File: config.mk
export PLATFORM = sky130hd
export DESIGN_NAME = rpg_gate
export DESIGN_NICKNAME = d
export VERILOG_FILES = /design/src/rpg_pkg.sv /design/src/rpg_sync.sv /design/src/rpg_gate.sv
export SDC_FILE = /design/constraint.sdc
export NUM_CORES = 1
export LEC_CHECK = 0
export BUFFER_PORTS_ARGS = -buffer_cell sky130_fd_sc_hd__buf_2
export CELL_PAD_IN_SITES_DETAIL_PLACEMENT = 1
export CELL_PAD_IN_SITES_GLOBAL_PLACEMENT = 2
export CORE_MARGIN = 4
export CORE_UTILIZATION = 30
export DETAILED_ROUTE_END_ITERATION = 12
export GPL_TIMING_DRIVEN = 0
export PLACE_DENSITY_LB_ADDON = 0.3
export SLEW_MARGIN = 10
export SYNTH_ARGS = -nofsm -noshare
export SYNTH_HDL_FRONTEND = slang
export SYNTH_SLANG_ARGS = --single-unit
File: constraint.sdc
create_clock -name clock_i -period 1.84 [get_ports clock_i]
set_input_delay 0.368 -clock clock_i [delete_from_list [all_inputs] [get_ports clock_i]]
set_output_delay 0.368 -clock clock_i [all_outputs]
set_load 0.02 [all_outputs]
File: src/rpg_pkg.sv
package rpg_pkg;
    // ****************************************
    // Timing
    // ****************************************
    localparam int unsigned CLK_PERIOD_NS = 25;
    localparam int unsigned START_WAIT_NS = 500;
    localparam int unsigned START_WAIT_CYC =
        (START_WAIT_NS + CLK_PERIOD_NS - 1) / CLK_PERIOD_NS;
    localparam int unsigned CNT_W = 6;
    localparam logic [CNT_W-1:0] CNT_RESET = 6'h00;
    localparam logic [CNT_W-1:0] CNT_DONE  = CNT_W'(START_WAIT_CYC);

    // ****************************************
    // States
    // ****************************************
    typedef enum logic [1:0] {
        RPG_ST_RESET,
        RPG_ST_SETTLE,
        RPG_ST_RUN
    } rpg_state_t;
endpackage : rpg_pkg

File: src/rpg_sync.sv
`timescale 1ns/100ps
module rpg_sync #(
    parameter int unsigned WIDTH = 1
) (
    input  wire logic             clock_i,
    input  wire logic             clear_n_i,
    input  wire logic [WIDTH-1:0] async_i,
    input  wire logic [WIDTH-1:0] clear_val_i,
    output logic      [WIDTH-1:0] sync_o
);
    logic [WIDTH-1:0] meta_q;
    logic [WIDTH-1:0] sync_q;

    // ****************************************
    // Two-stage synchroniser, async clear
    // ****************************************
    genvar g;
    generate
        for (g = 0; g < WIDTH; g++) begin : g_bit
            always_ff @(posedge clock_i or negedge clear_n_i) begin
                if (!clear_n_i) begin
                    meta_q[g] <= 1'b0;
                    sync_q[g] <= 1'b0;
                end else begin
                    meta_q[g] <= async_i[g];
                    sync_q[g] <= meta_q[g];
                end
            end
        end
    endgenerate

    assign sync_o = sync_q ^ clear_val_i;
endmodule : rpg_sync

File: src/rpg_gate.sv
`timescale 1ns/100ps
module rpg_gate
    import rpg_pkg::*;
(
    input  wire logic clock_i,
    input  wire logic resetn_i,
    input  wire logic clk_en_i,
    input  wire logic scl_i,
    input  wire logic sda_i,
    output logic      core_resetn_o,
    output logic      port_enable_o,
    output logic      audio_enable_o,
    output logic      scl_o,
    output logic      sda_o,
    output logic      start_early_o
);
    import rpg_pkg::*;

    typedef struct packed {
        rpg_state_t       state;
        logic [CNT_W-1:0] cnt;
        logic             sda_prev;
        logic             early;
    } rpg_regs_t;

    rpg_regs_t r_q;
    rpg_regs_t r_d;
    logic      rel_n;
    logic [1:0] pins;
    logic      start_seen;

    // ****************************************
    // Reset release and pin synchronisers
    // ****************************************
    rpg_sync #(.WIDTH(1)) u_rst_sync (
        .clock_i     (clock_i),
        .clear_n_i   (resetn_i),
        .async_i     (1'b1),
        .clear_val_i (1'b0),
        .sync_o      (rel_n)
    );

    // Idle level of bus is high; synchronisers clear to low, so invert around them
    rpg_sync #(.WIDTH(2)) u_pin_sync (
        .clock_i     (clock_i),
        .clear_n_i   (resetn_i),
        .async_i     ({~scl_i, ~sda_i}),
        .clear_val_i (2'h3),
        .sync_o      (pins)
    );

    // ****************************************
    // Sequencer
    // ****************************************
    assign start_seen = pins[1] && r_q.sda_prev && !pins[0];

    always_comb begin
        r_d = r_q;
        r_d.sda_prev = pins[0];
        unique case (r_q.state)
            RPG_ST_RESET: begin
                r_d.state = RPG_ST_SETTLE;
                r_d.cnt   = CNT_RESET;
            end
            RPG_ST_SETTLE: begin
                if (start_seen) begin
                    r_d.early = 1'b1;
                end
                if (r_q.cnt == CNT_DONE) begin
                    r_d.state = RPG_ST_RUN;
                end else begin
                    r_d.cnt = r_q.cnt + 6'h01;
                end
            end
            RPG_ST_RUN: begin
                r_d.state = RPG_ST_RUN;
            end
        endcase
    end

    always_ff @(posedge clock_i or negedge rel_n) begin
        if (!rel_n) begin
            r_q.state    <= RPG_ST_RESET;
            r_q.cnt      <= CNT_RESET;
            r_q.sda_prev <= 1'b1;
            r_q.early    <= 1'b0;
        end else if (clk_en_i) begin
            r_q <= r_d;
        end
    end

    // ****************************************
    // Outputs
    // ****************************************
    assign core_resetn_o  = rel_n;
    assign port_enable_o  = rel_n && (r_q.state != RPG_ST_RESET);
    assign audio_enable_o = rel_n && (r_q.state == RPG_ST_RUN);
    assign scl_o          = port_enable_o ? pins[1] : 1'b1;
    assign sda_o          = port_enable_o ? pins[0] : 1'b1;
    assign start_early_o  = r_q.early;
endmodule : rpg_gate

# Word-level counts from Yosys, hierarchy flattened
# Cells that the tools add are included.
classes:
  eq_ne: 5
  mux: 6
  bitwise_logic: 3
  reduce_logical: 11
  add_sub_neg: 1
op_table:
  columns: ["cell", "count"]
  rows:
  - ["one-hot mux 6 bit (2 select lines)", 1]
  - ["adder 6 x 1 -> 6 bit (second input constant)", 1]
  - ["== test 6 x 5 -> 1 bit (second input constant)", 1]
  - ["two-way mux 6 bit", 1]
  - ["one-hot mux 2 bit (3 select lines)", 1]
  - ["AND reduction 3 bit", 2]
  - ["logical AND 1 bit", 4]
  - ["inequality test 2 bit (second input constant)", 2]
  - ["nonzero test 2 bit", 2]
  - ["== test 2 x 1 -> 1 bit (second input constant)", 1]
  - ["== test 2 bit (second input constant)", 1]
  - ["logical NOT 2 bit", 1]
  - ["two-way mux 1 bit", 2]
  - ["two-way mux 2 bit", 1]
  - ["inverter 1 bit", 2]
  - ["inverter 2 bit", 1]
  - ["AND reduction 2 bit", 1]
  - ["logical NOT 1 bit", 1]
totals:
  reg_bits: 16
  out_inout_bits: 6
  inputBits: 5
  wordCells: 36

# Depth between registers and ports, before layout
# Gate-level depths: netlist of the first run.
logic_depth:
  depth_word: 4
  mapped_depth: 6
  mapped_depth_nobuf: 5

# Cells and area by module
# A second synthesis of the first run with hierarchy kept.
unflattened:
  cells_unflattened: 83
  area_unflattened_um2: 879.6
by_module_without_submodules:
  columns: ["module", "n_inst", "seq_area_each_um2", "area_per_inst_um2", "cells_per_inst"]
  rows:
  - ["rpg_gate", 1, 251.5, 703.2, 74]
  - ["rpg_sync (u_pin_sync)", 1, 100.1, 117.6, 6]
  - ["rpg_sync (u_rst_sync)", 1, 50.0, 58.8, 3]

# Worst setup path after synthesis of the first run
# No wires, ideal clock.
synth_path:
  kind: "register to output"
  startpoint: "register u_rst_sync.sync_q"
  endpoint: "output scl_o"
  slack_ps: 106
  t_required_ps: 1472
  path_buffers: 0
  path_stages_with_launch: 3
  t_arrival_ps: 1366
  cell_sequence: "dfrtp_1 -> nor2b_1 -> nand2_1"
synth_between:
  elab_chain_cells: 2
synth_rtl:
  columns: ["item", "line_no", "rtl"]
  rows:
  - ["from (decl)", "rpg_sync.sv:12", "logic [WIDTH-1:0] sync_q;"]
  - ["from (signal, indexed assignment)", "rpg_sync.sv:26", "sync_q[g] <= meta_q[g];"]
  - ["logical AND 1 bit", "rpg_gate.sv:96", "assign port_enable_o = rel_n && (r_q.state != RPG_ST_RESET);"]
  - ["named net port_enable_o", "rpg_gate.sv:11", "output logic port_enable_o,"]
  - ["two-way mux 1 bit", "rpg_gate.sv:98", "assign scl_o = port_enable_o ? pins[1] : 1'b1;"]
  - ["to (decl)", "rpg_gate.sv:13", "output logic scl_o,"]
# The timed path passes the listed nets, and every way through them passes these cells.

# Worst setup path after layout of the first run
layout_path:
  startpoint: "register r_q[8] in the netlist's numbering"
  endpoint: "output sda_o"
layout_between:
  elab_chain_cells: 3
layout_rtl:
  columns: ["item", "line_no", "rtl"]
  rows:
  - ["from (decl)", "rpg_gate.sv:26", "rpg_regs_t r_q;"]
  - ["from (signal assigned)", "rpg_gate.sv:88", "r_q <= r_d;"]
  - ["nonzero test 2 bit", "rpg_gate.sv:96", null]
  - ["logical AND 1 bit", "rpg_gate.sv:96", null]
  - ["two-way mux 1 bit", "rpg_gate.sv:99", "assign sda_o = port_enable_o ? pins[0] : 1'b1;"]
  - ["to (decl)", "rpg_gate.sv:14", "output logic sda_o,"]
# No other way between the ends.

==> results.py, run 1 <==
metrics = {
    "status": {
        "status": "complete, no violations",
    },
    "detailed_routing": {
        "ant_nets": 0,
        "drt_pass1_iterations": 3,
        "vias_per_cell": 5.15,
        "avgRoutedWirePerCell_um": 14.6,
        "vias": 654,
        "wl_mm": 1.85,
        "first_iter_violations": 13,
        "drc": 0,
    },
    "logic_synthesis": {
        "ys_seq_area_frac": 0.473,
        "synth_cell_types": 31,
        "synthTopCellsByArea": "dfrtp_1, ha_1, nand2_1",
        "syn_area_per_cell_sq_um": 10.6,
        "yosys_warnings": 0,
        "syn_inst": 80,
        "synth_area_sq_um": 850,
        "ys_ff_latch": 16,
        "synth_fp_nets": 90,
        "yosysTopAreaCellShare": 0.442,
        "synth_top_area_cell": "dfrtp_1",
    },
    "die": {
        "core-area_sq_mm": 0.00273,
        "die_area_sq_mm": 0.00375,
        "pin_count": 11,
        "start_util": 0.311,
        "num_rows": 19,
        "die_w_um": 61.2,
        "chipHeight_um": 61.2,
    },
    "critical_path": {
        "worstPathMaxFanout": 3,
        "timing.critical_path.required_ns": 1.47,
        "startpoint_type": "flip-flop",
        "worst_ep_arrival_time_ns": 1.33,
        "path_class": "flip-flop to output port",
        "endpoint_kind": "output port",
        "worstReg2RegStart": "r_q[8]",
        "reg2reg_depth": 6,
        "r2r_slack_ns": 0.22,
        "regToRegEndpoint": "r_q[5]",
    },
    "clock_network": {
        "clock_latency_ns": 0.30,
        "cts.clk_slew.worst_paths_ns": 0.11,
        "ctsHtreeMaxLevel": 1,
        "cts.path.max_buffers": 2,
        "cts_buffers": 3,
        "clock-sinks": 16,
        "cts_tree": "done",
        "clock-root-buffer": "clkbuf_4",
    },
    "pwr": {
        "p_switching_mw": 0.579,
        "p_comb_frac": 0.441,
        "ir_drop_mv": 0.623,
        "powerDensity_mw_per_mm2": 1420,
        "seq_power_share": 0.385,
        "intPower_mw": 0.837,
        "leakage_nw": 0.442,
        "swShare": 0.409,
        "clkPwrFrac": 0.174,
        "total_power_mw": 1.42,
    },
    "grt": {
        "grt_pass1_wl_mm": 3.26,
        "antenna_found_initial": 0,
        "gr-usage-met3": 0.0503,
        "met2_usage": 0.174,
        "top_usage_layer": "met2",
        "grt_pass1_vias": 658,
        "gr-usage-met1": 0.165,
        "grt-ovfl-total": 0,
        "grt_max_degree": 14,
        "grt.total_usage": 0.121,
    },
    "timing": {
        "hold-worst-slack_ns": 0.128,
        "setup_viol": 0,
        "clock_skew_ns": 0.0150,
        "min_period_ns": 1.70,
        "max_freq_mhz": 588,
        "fin_setup_tns_ns": 0,
        "finalHoldViolations": 0,
        "timing.final.crit_share": 0.924,
        "slew_viol_final": 0,
        "rsz0062_at_grt": "false",
    },
    "worst_hold_path": {
        "min_path_type": "flip-flop to async pin",
    },
    "layout": {
        "fin_cells": 127,
        "area_growth_pct": 17.5,
        "multi_input_area_sq_um": 389,
        "drive_above_1_share": 0.302,
        "finish.instance_area_sq_um": 998,
        "fin_nets": 107,
        "antenna_cells": 0,
        "seq_area_sq_um": 403,
        "fill_cells": 314,
    },
    "place": {
        "portBuffers": 10,
        "globalplace.congestion": 0.719,
        "dpl_cell_area_sq_um": 938,
        "dp.cells": 121,
        "hpwl_mm": 1.33,
    },
    "run": {
        "drv_cap": 0,
    },
}
[synthesized netlist by cell type]
master	n
nand4bb_1	1
a31oi_1	1
nor4_2	1
a22oi_1	1
o21bai_1	1
and2_1	1
buf_4	2
and2_2	1
a21oi_1	1
o311ai_1	4
ha_1	5
inv_2	2
o211ai_1	2
a211oi_2	1
dfrtp_1	15
mux2i_1	3
nand3b_1	1
o41ai_1	1
o21ai_1	2
nand2_1	10
conb_1	1
nand3_1	2
nor2_1	2
nand4b_1	2
nand4_1	3
nor2b_1	3
buf_8	1
and4bb_4	1
inv_1	7
o21ai_2	1
dfstp_2	1
[area by class of cell]
| type | count | area share |
|---|---|---|
| buffer | 3 | 0.0301 |
| clock buffer | 4 | 0.0363 |
| inverter | 9 | 0.0338 |
| multi-input combinational | 52 | 0.390 |
| sequential | 16 | 0.404 |
| tap | 31 | 0.0388 |
| timing repair buffer | 12 | 0.0677 |
[timing repair]
action,4_1_cts,5_1_grt
setup buffers,0,1
gates resized for setup,2,1
endpoints found under the hold margin,6,0
hold buffers,1,0
setup endpoints to repair,3,3
pin swaps,0,0
[layer usage]
layer / vias to the layer above / wire, um
met4: 0 / 21
met1: 328 / 938
met5: - / 0
li1: 313 / -
met3: 2 / 72
met2: 11 / 819
[metrics by stage]
step | util | setup slack [ns]
after detailed placement | 0.343 | 0.274
after global placement | 0.343 | 0.295
after CTS | 0.362 | 0.0300
final | 0.365 | 0.140
after global routing | 0.365 | 0.0172
after floorplan | - | 0.106
[worst max path at each step]
stage                      start  endpoint  slack (ns)  depth (start not counted)
6_report                  r_q[8]     sda_o        0.14                          5
5_1_grt                   r_q[8]     sda_o        0.02                          5
4_1_cts                   r_q[8]     sda_o        0.03                          5
3_5_place_dp   u_rst_sync.sync_q     scl_o        0.27                          3
3_3_place_gp   u_rst_sync.sync_q     sda_o        0.29                          3
2_1_floorplan  u_rst_sync.sync_q     scl_o        0.11                          2
[kinds of logic (layout without fill, tap and decap cells)]
kind of cell / Yosys count / after routing / synth area share
flip-flops: 16 / 16 / 0.473
multiplexers: 3 / 3 / 0.0353
adder cells (fa/ha/maj): 5 / 5 / 0.0736
other: 1 / 1 / 0.00441
AO/OA/AOI/OAI: 15 / 15 / 0.137
buffers and inverters: 12 / 28 / 0.0751
AND/OR/NAND/NOR: 28 / 28 / 0.202
[layout by cell type, fill, tap and decap left out]
cell	synthesis	layout
dfrtp_1	15	14
conb_1	1	1
nor2b_2	0	1
buf_8	1	1
and2_1	1	1
a22oi_1	1	1
dfrtp_2	0	1
buf_4	2	3
nand3b_1	1	1
nor2b_1	3	2
and2_2	1	1
and4bb_4	1	1
buf_2	0	10
nand3_1	2	2
a21oi_1	1	1
o41ai_1	1	1
nor4_2	1	1
nor2_1	2	2
inv_2	2	2
dlygate4sd3_1	0	1
o311ai_1	4	4
ha_1	5	4
nand4b_1	2	2
a31oi_1	1	1
o21bai_1	1	1
mux2i_1	3	3
dfstp_2	1	1
a211oi_2	1	1
o21ai_1	2	2
clkbuf_4	0	3
nand4_1	3	3
nand2_1	10	10
inv_1	7	7
nand4bb_1	1	1
o211ai_1	2	2
o21ai_2	1	1
clkbuf_8	0	1
ha_2	0	1
[sequential cells by signal (all words and copies together), names as in the netlist]
name and cells:
r_q 9, start_early_o 1, u_pin_sync.meta_q 2, u_pin_sync.sync_q 2
u_rst_sync.meta_q 1, u_rst_sync.sync_q 1
[worst max-delay path, stage by stage (launching register included)]
cell,delay (ns)
dfrtp_1,0.38
inv_1,0.08
ha_2,0.21
nor2b_2,0.15
nand2_1,0.06
buf_2,0.15
[power groups by stage]
stage               Clock, mW  Combinational, mW  Sequential [mW]
floorplan                   0              0.438            0.542
global placement            0              0.583            0.549
detailed placement          0              0.599            0.554
CTS                     0.257              0.607            0.550
global route            0.278              0.714            0.562
finish                  0.247              0.624            0.546
(Power assumes the default switching activity.)
==> run 2, diff against run 1 <==
BUFFER_PORTS_ARGS = not set   (was -buffer_cell sky130_fd_sc_hd__buf_2)
CORE_UTILIZATION = 41   (was 30)
DONT_BUFFER_PORTS = 1   (was not set)
==> run 2 against run 1 <==
Against the previous run: largest cell class unchanged; setup slack got worse by 0.056 ns; critical path type unchanged; sequential share of layout area rose by 2.6 points; via count fell by 6.6%; cell area fell by 5.5%; worst hold slack improved by 0.0064 ns; first-iteration DRC count fell by 69%; clock skew fell by 0.012 ns.
==> results.py, run 2 (synthesized netlist as in run 1, its figures left out) <==
metrics = {
    "status": {
        "status": "complete, no violations",
    },
    "timing": {
        "timing.final.crit_share": 0.954,
        "clock_skew_ns": 0.00302,
        "finalHoldViolations": 0,
        "rsz0062_at_grt": "false",
        "max_freq_mhz": 569,
        "fin_setup_tns_ns": 0,
        "min_period_ns": 1.76,
        "slew_viol_final": 0,
        "setup_viol": 0,
    },
    "die": {
        "start_util": 0.433,
        "num_rows": 16,
        "die_area_sq_mm": 0.00286,
        "core-area_sq_mm": 0.00196,
        "pin_count": 11,
        "die_w_um": 53.5,
        "chipHeight_um": 53.5,
    },
    "run": {
        "drv_cap": 0,
    },
    "layout": {
        "layout_commonest_cell": "dfrtp_1",
        "seq_area_sq_um": 405,
        "top_regs": "r_q x9, u_pin_sync.meta_q x2, u_pin_sync.sync_q x2",
        "drive_above_1_share": 0.221,
        "utilization": 0.481,
        "layout_common_cells": "dfrtp_1, nand2_1, inv_1",
        "fill_cells": 236,
        "area_growth_pct": 11.0,
        "antenna_cells": 0,
        "largest_reg_flops": 9,
        "finish.instance_area_sq_um": 943,
        "fin_nets": 97,
        "multi_input_area_sq_um": 397,
        "max_flop_register": "r_q",
    },
    "critical_path": {
        "critical_path.slowest_cell": "dfrtp_1",
        "path_class": "flip-flop to output port",
        "worstPathMaxFanout": 3,
        "slowest_delay_ns": 0.38,
        "worstPathCellList": "inv_1 -> ha_1 -> nor2b_4 -> nand2_2",
        "endpoint_kind": "output port",
        "worst_ep_arrival_time_ns": 1.39,
        "timing.critical_path.required_ns": 1.47,
        "startpoint_type": "flip-flop",
    },
    "clock_network": {
        "clock-sinks": 16,
        "cts_tree": "done",
        "cts.clk_slew.worst_paths_ns": 0.09,
        "ctsHtreeMaxLevel": 1,
        "clock_latency_ns": 0.28,
        "cts_buffers": 3,
        "cts.path.max_buffers": 2,
        "clock-root-buffer": "clkbuf_4",
    },
    "grt": {
        "grt-ovfl-total": 0,
        "grt_pass1_vias": 659,
        "grt_pass1_wl_mm": 3.05,
        "grt.total_usage": 0.151,
        "antenna_found_initial": 0,
        "grt_max_degree": 14,
    },
    "place": {
        "portBuffers": 0,
        "dpl_cell_area_sq_um": 883,
        "globalplace.congestion": 0.710,
        "hpwl_mm": 1.31,
    },
    "detailed_routing": {
        "drc": 0,
        "vias_per_cell": 5.41,
        "ant_nets": 0,
        "wl_mm": 1.76,
        "first_iter_violations": 4,
        "avgRoutedWirePerCell_um": 15.6,
        "vias": 611,
        "drt_pass1_iterations": 4,
    },
    "pwr": {
        "leakage_nw": 0.404,
        "total_power_mw": 1.33,
        "ir_drop_mv": 0.618,
        "powerDensity_mw_per_mm2": 1410,
    },
    "worst_hold_path": {
        "min_path_type": "input port to flip-flop",
    },
}
run 2: cell types whose count changed in the layout (fill, tap and decap cells not counted), sizes merged:
cell | before | now
buf | 14 | 4
run 2: power breakdown:
| part | switching [mW] | total (mW) | internal, mW |
|---|---|---|---|
| sequential | 0.115 | 0.563 | 0.448 |
| combinational | 0.332 | 0.577 | 0.245 |
| clock | 0.106 | 0.190 | 0.0840 |
| total | 0.553 | 1.33 | 0.777 |
run 2: critical path, delay by kind of cell (launching register included):
| family | cells | cell delay, ns |
|---|---|---|
| DFF | 1 | 0.38 |
| buffers and inverters | 1 | 0.08 |
| adders and majority gates | 1 | 0.27 |
| and+or+nand+nor | 2 | 0.38 |
run 2: repair_timing:
action / CTS / global route
hold endpoints to repair: 6 / 0
resized for setup: 4 / 2
pin swaps: 0 / 0
setup buffers: 0 / 1
hold buffers: 1 / 0
endpoints found under the setup margin: 3 / 2
run 2: cell type report:
| class | instances | area share |
|---|---|---|
| flip-flops and latches | 16 | 0.430 |
| multi-input cells | 52 | 0.420 |
| inverters | 9 | 0.0358 |
| well taps | 27 | 0.0358 |
| plain buffers | 3 | 0.0318 |
| clock buffers | 4 | 0.0279 |
| repair buffers | 2 | 0.0186 |
run 2: metal layers:
metal	GRT usage	up-vias	part of all wire
met5	0	-	0
met4	0.0638	0	0.0074
met3	0.0366	2	0.030
met2	0.253	8	0.49
met1	0.184	308	0.47
li1	-	293	-
run 2: through the flow:
stage | cells | hold WS (ns) | setup WS, ns
detailed placement | 107 | 0.0726 | -0.140
CTS | 112 | 0.120 | 0.0238
global placement | 107 | 0.0726 | -0.115
finish | 113 | 0.135 | 0.0838
global route | 113 | 0.113 | 0.00294
floorplan | 80 | 0.0724 | 0.106
run 2: final timing paths:
path                                    from              endpoint  slack, ns  cells after the start
min reg2reg                u_rst_sync.sync_q                r_q[5]       0.19                      0
max in group asynchronous           resetn_i     u_rst_sync.sync_q       1.23                      1
max                                   r_q[8]                 scl_o       0.08                      4
min                                    scl_i  u_pin_sync.meta_q[1]       0.13                      1
max reg2reg                           r_q[8]                r_q[5]       0.27                      6
min in group asynchronous  u_rst_sync.sync_q                r_q[5]       0.19                      0
==> run 3, diff against run 2 <==
CORE_UTILIZATION = 38   (was 41)
clock period = 2 ns   (was 1.84 ns; I/O delays follow)
==> run 3 against run 2 <==
Against the previous run: setup slack better by 0.059 ns; register-to-register slack better by 0.23 ns; critical endpoint unchanged; largest power group is now sequential cells; combinational power down 11%; worst hold slack better by 0.024 ns; via count down 1.1%; critical path type unchanged; highest routed layer unchanged; clock power up 17%; routed wire length up 0.68%; non-clock buffer count down 1; global-route usage down 2.2 points.
==> results.py, run 3 (synthesized netlist as in run 1, its figures left out) <==
metrics = {
    "clock_network": {
        "clock_latency_ns": 0.30,
        "ctsHtreeMaxLevel": 1,
        "cts_tree": "done",
        "cts_buffers": 3,
        "cts.clk_slew.worst_paths_ns": 0.11,
        "cts.path.max_buffers": 2,
        "clock-root-buffer": "clkbuf_4",
        "clock-sinks": 16,
    },
    "timing": {
        "setup_viol": 0,
        "slew_viol_final": 0,
        "hold-worst-slack_ns": 0.159,
        "max_freq_mhz": 539,
        "min_period_ns": 1.86,
        "timing.final.crit_share": 0.928,
        "fin_setup_tns_ns": 0,
        "rsz0062_at_grt": "false",
        "finalHoldViolations": 0,
        "clock_skew_ns": 0.0148,
    },
    "layout": {
        "layout_commonest_cell": "dfrtp_1",
        "max_flop_register": "r_q",
        "drive_above_1_share": 0.200,
        "antenna_cells": 0,
        "layout_common_cells": "dfrtp_1, nand2_1, inv_1",
        "largest_reg_flops": 9,
        "area_growth_pct": 10.5,
        "fin_nets": 96,
        "finish.instance_area_sq_um": 938,
        "top_regs": "r_q x9, u_pin_sync.meta_q x2, u_pin_sync.sync_q x2",
    },
    "detailed_routing": {
        "top_layer": "met4",
        "ant_nets": 0,
        "wl_met3_um": 41,
        "wl_met2_um": 841,
        "drt-met1-wl_um": 864,
        "wl_mm": 1.78,
        "vias": 604,
        "drt_pass1_iterations": 2,
        "vias_per_cell": 5.39,
        "drc": 0,
        "first_iter_violations": 5,
        "avgRoutedWirePerCell_um": 15.9,
    },
    "die": {
        "chipHeight_um": 55.3,
        "start_util": 0.416,
        "num_rows": 16,
        "pin_count": 11,
        "die_area_sq_mm": 0.00306,
        "die_w_um": 55.3,
        "core-area_sq_mm": 0.00204,
    },
    "critical_path": {
        "worstPathCellList": "inv_1 -> ha_1 -> nor2b_4 -> nand2_1",
        "timing.critical_path.required_ns": 1.60,
        "worstReg2RegStart": "r_q[8]",
        "worstPathMaxFanout": 3,
        "crit_start": "r_q[8]",
        "slowest_delay_ns": 0.39,
        "startpoint_type": "flip-flop",
        "worst_ep_arrival_time_ns": 1.46,
        "critical_path.slowest_cell": "dfrtp_1",
        "path_class": "flip-flop to output port",
        "endpoint_kind": "output port",
    },
    "grt": {
        "grt.total_usage": 0.130,
        "antenna_found_initial": 0,
        "grt-ovfl-total": 0,
        "grt_pass1_vias": 649,
        "grt_pass1_wl_mm": 3.11,
        "grt_max_degree": 14,
    },
    "place": {
        "hpwl_mm": 1.28,
        "portBuffers": 0,
        "dpl_cell_area_sq_um": 883,
        "globalplace.congestion": 0.742,
    },
    "pwr": {
        "total_power_mw": 1.25,
        "ir_drop_mv": 0.657,
        "powerDensity_mw_per_mm2": 1340,
        "leakage_nw": 0.404,
    },
    "worst_hold_path": {
        "hp-start": "scl_i",
        "min_path_type": "input port to flip-flop",
    },
    "status": {
        "status": "complete, no violations",
    },
    "run": {
        "drv_cap": 0,
    },
}
-- run 3: per-layer routing --
| layer | up-vias | track usage |
|---|---|---|
| li1 | 291 | - |
| met1 | 301 | 0.177 |
| met2 | 8 | 0.196 |
| met3 | 4 | 0.0303 |
| met4 | 0 | 0.0521 |
| met5 | - | 0 |
-- run 3: cell type report --
class | count | area [sq um]
Buffer | 3 | 30.0
Clock buffer | 4 | 36.3
Fill cell | 240 | 1100
Inverter | 9 | 33.8
Multi-Input combinational cell | 52 | 392
Sequential cell | 16 | 403
Tap cell | 27 | 33.8
Timing Repair Buffer | 1 | 10.0
-- run 3: stage by stage --
stage               instances  setup WS (ns)  utilization
floorplan                  80          0.234            -
detailed placement        107         0.0132        0.433
global placement          107         0.0194        0.433
global route              112         0.0456        0.460
finish                    112          0.143        0.460
CTS                       112         0.0454        0.457
-- run 3: worst max-delay path: cells and delay by family (launching register included) --
kind	cells	cell delay [ns]
buffers and inverters	1	0.09
adders and majority gates	1	0.26
and+or+nand+nor	2	0.41
DFF	1	0.39
-- run 3: where the power goes --
group	internal [mW]	switching [mW]
Sequential	0.412	0.108
Clock	0.111	0.112
Combinational	0.213	0.300
-- run 3: path summary, 6_finish.rpt --
path                       slack (ns)  cells after the start                   end
min in group asynchronous        0.17                      0                r_q[4]
max in group asynchronous        1.38                      1     u_rst_sync.sync_q
max reg2reg                      0.50                      5                r_q[5]
min                              0.16                      1  u_pin_sync.meta_q[1]
max                              0.14                      4                 scl_o
min reg2reg                      0.17                      0                r_q[4]
-- run 3: repair_timing --
action,4_1_cts,5_1_grt
setup buffers,0,0
endpoints found under the setup margin,3,2
pin swaps,0,0
hold buffers,1,0
hold endpoints to repair,6,0
resized for setup,2,1
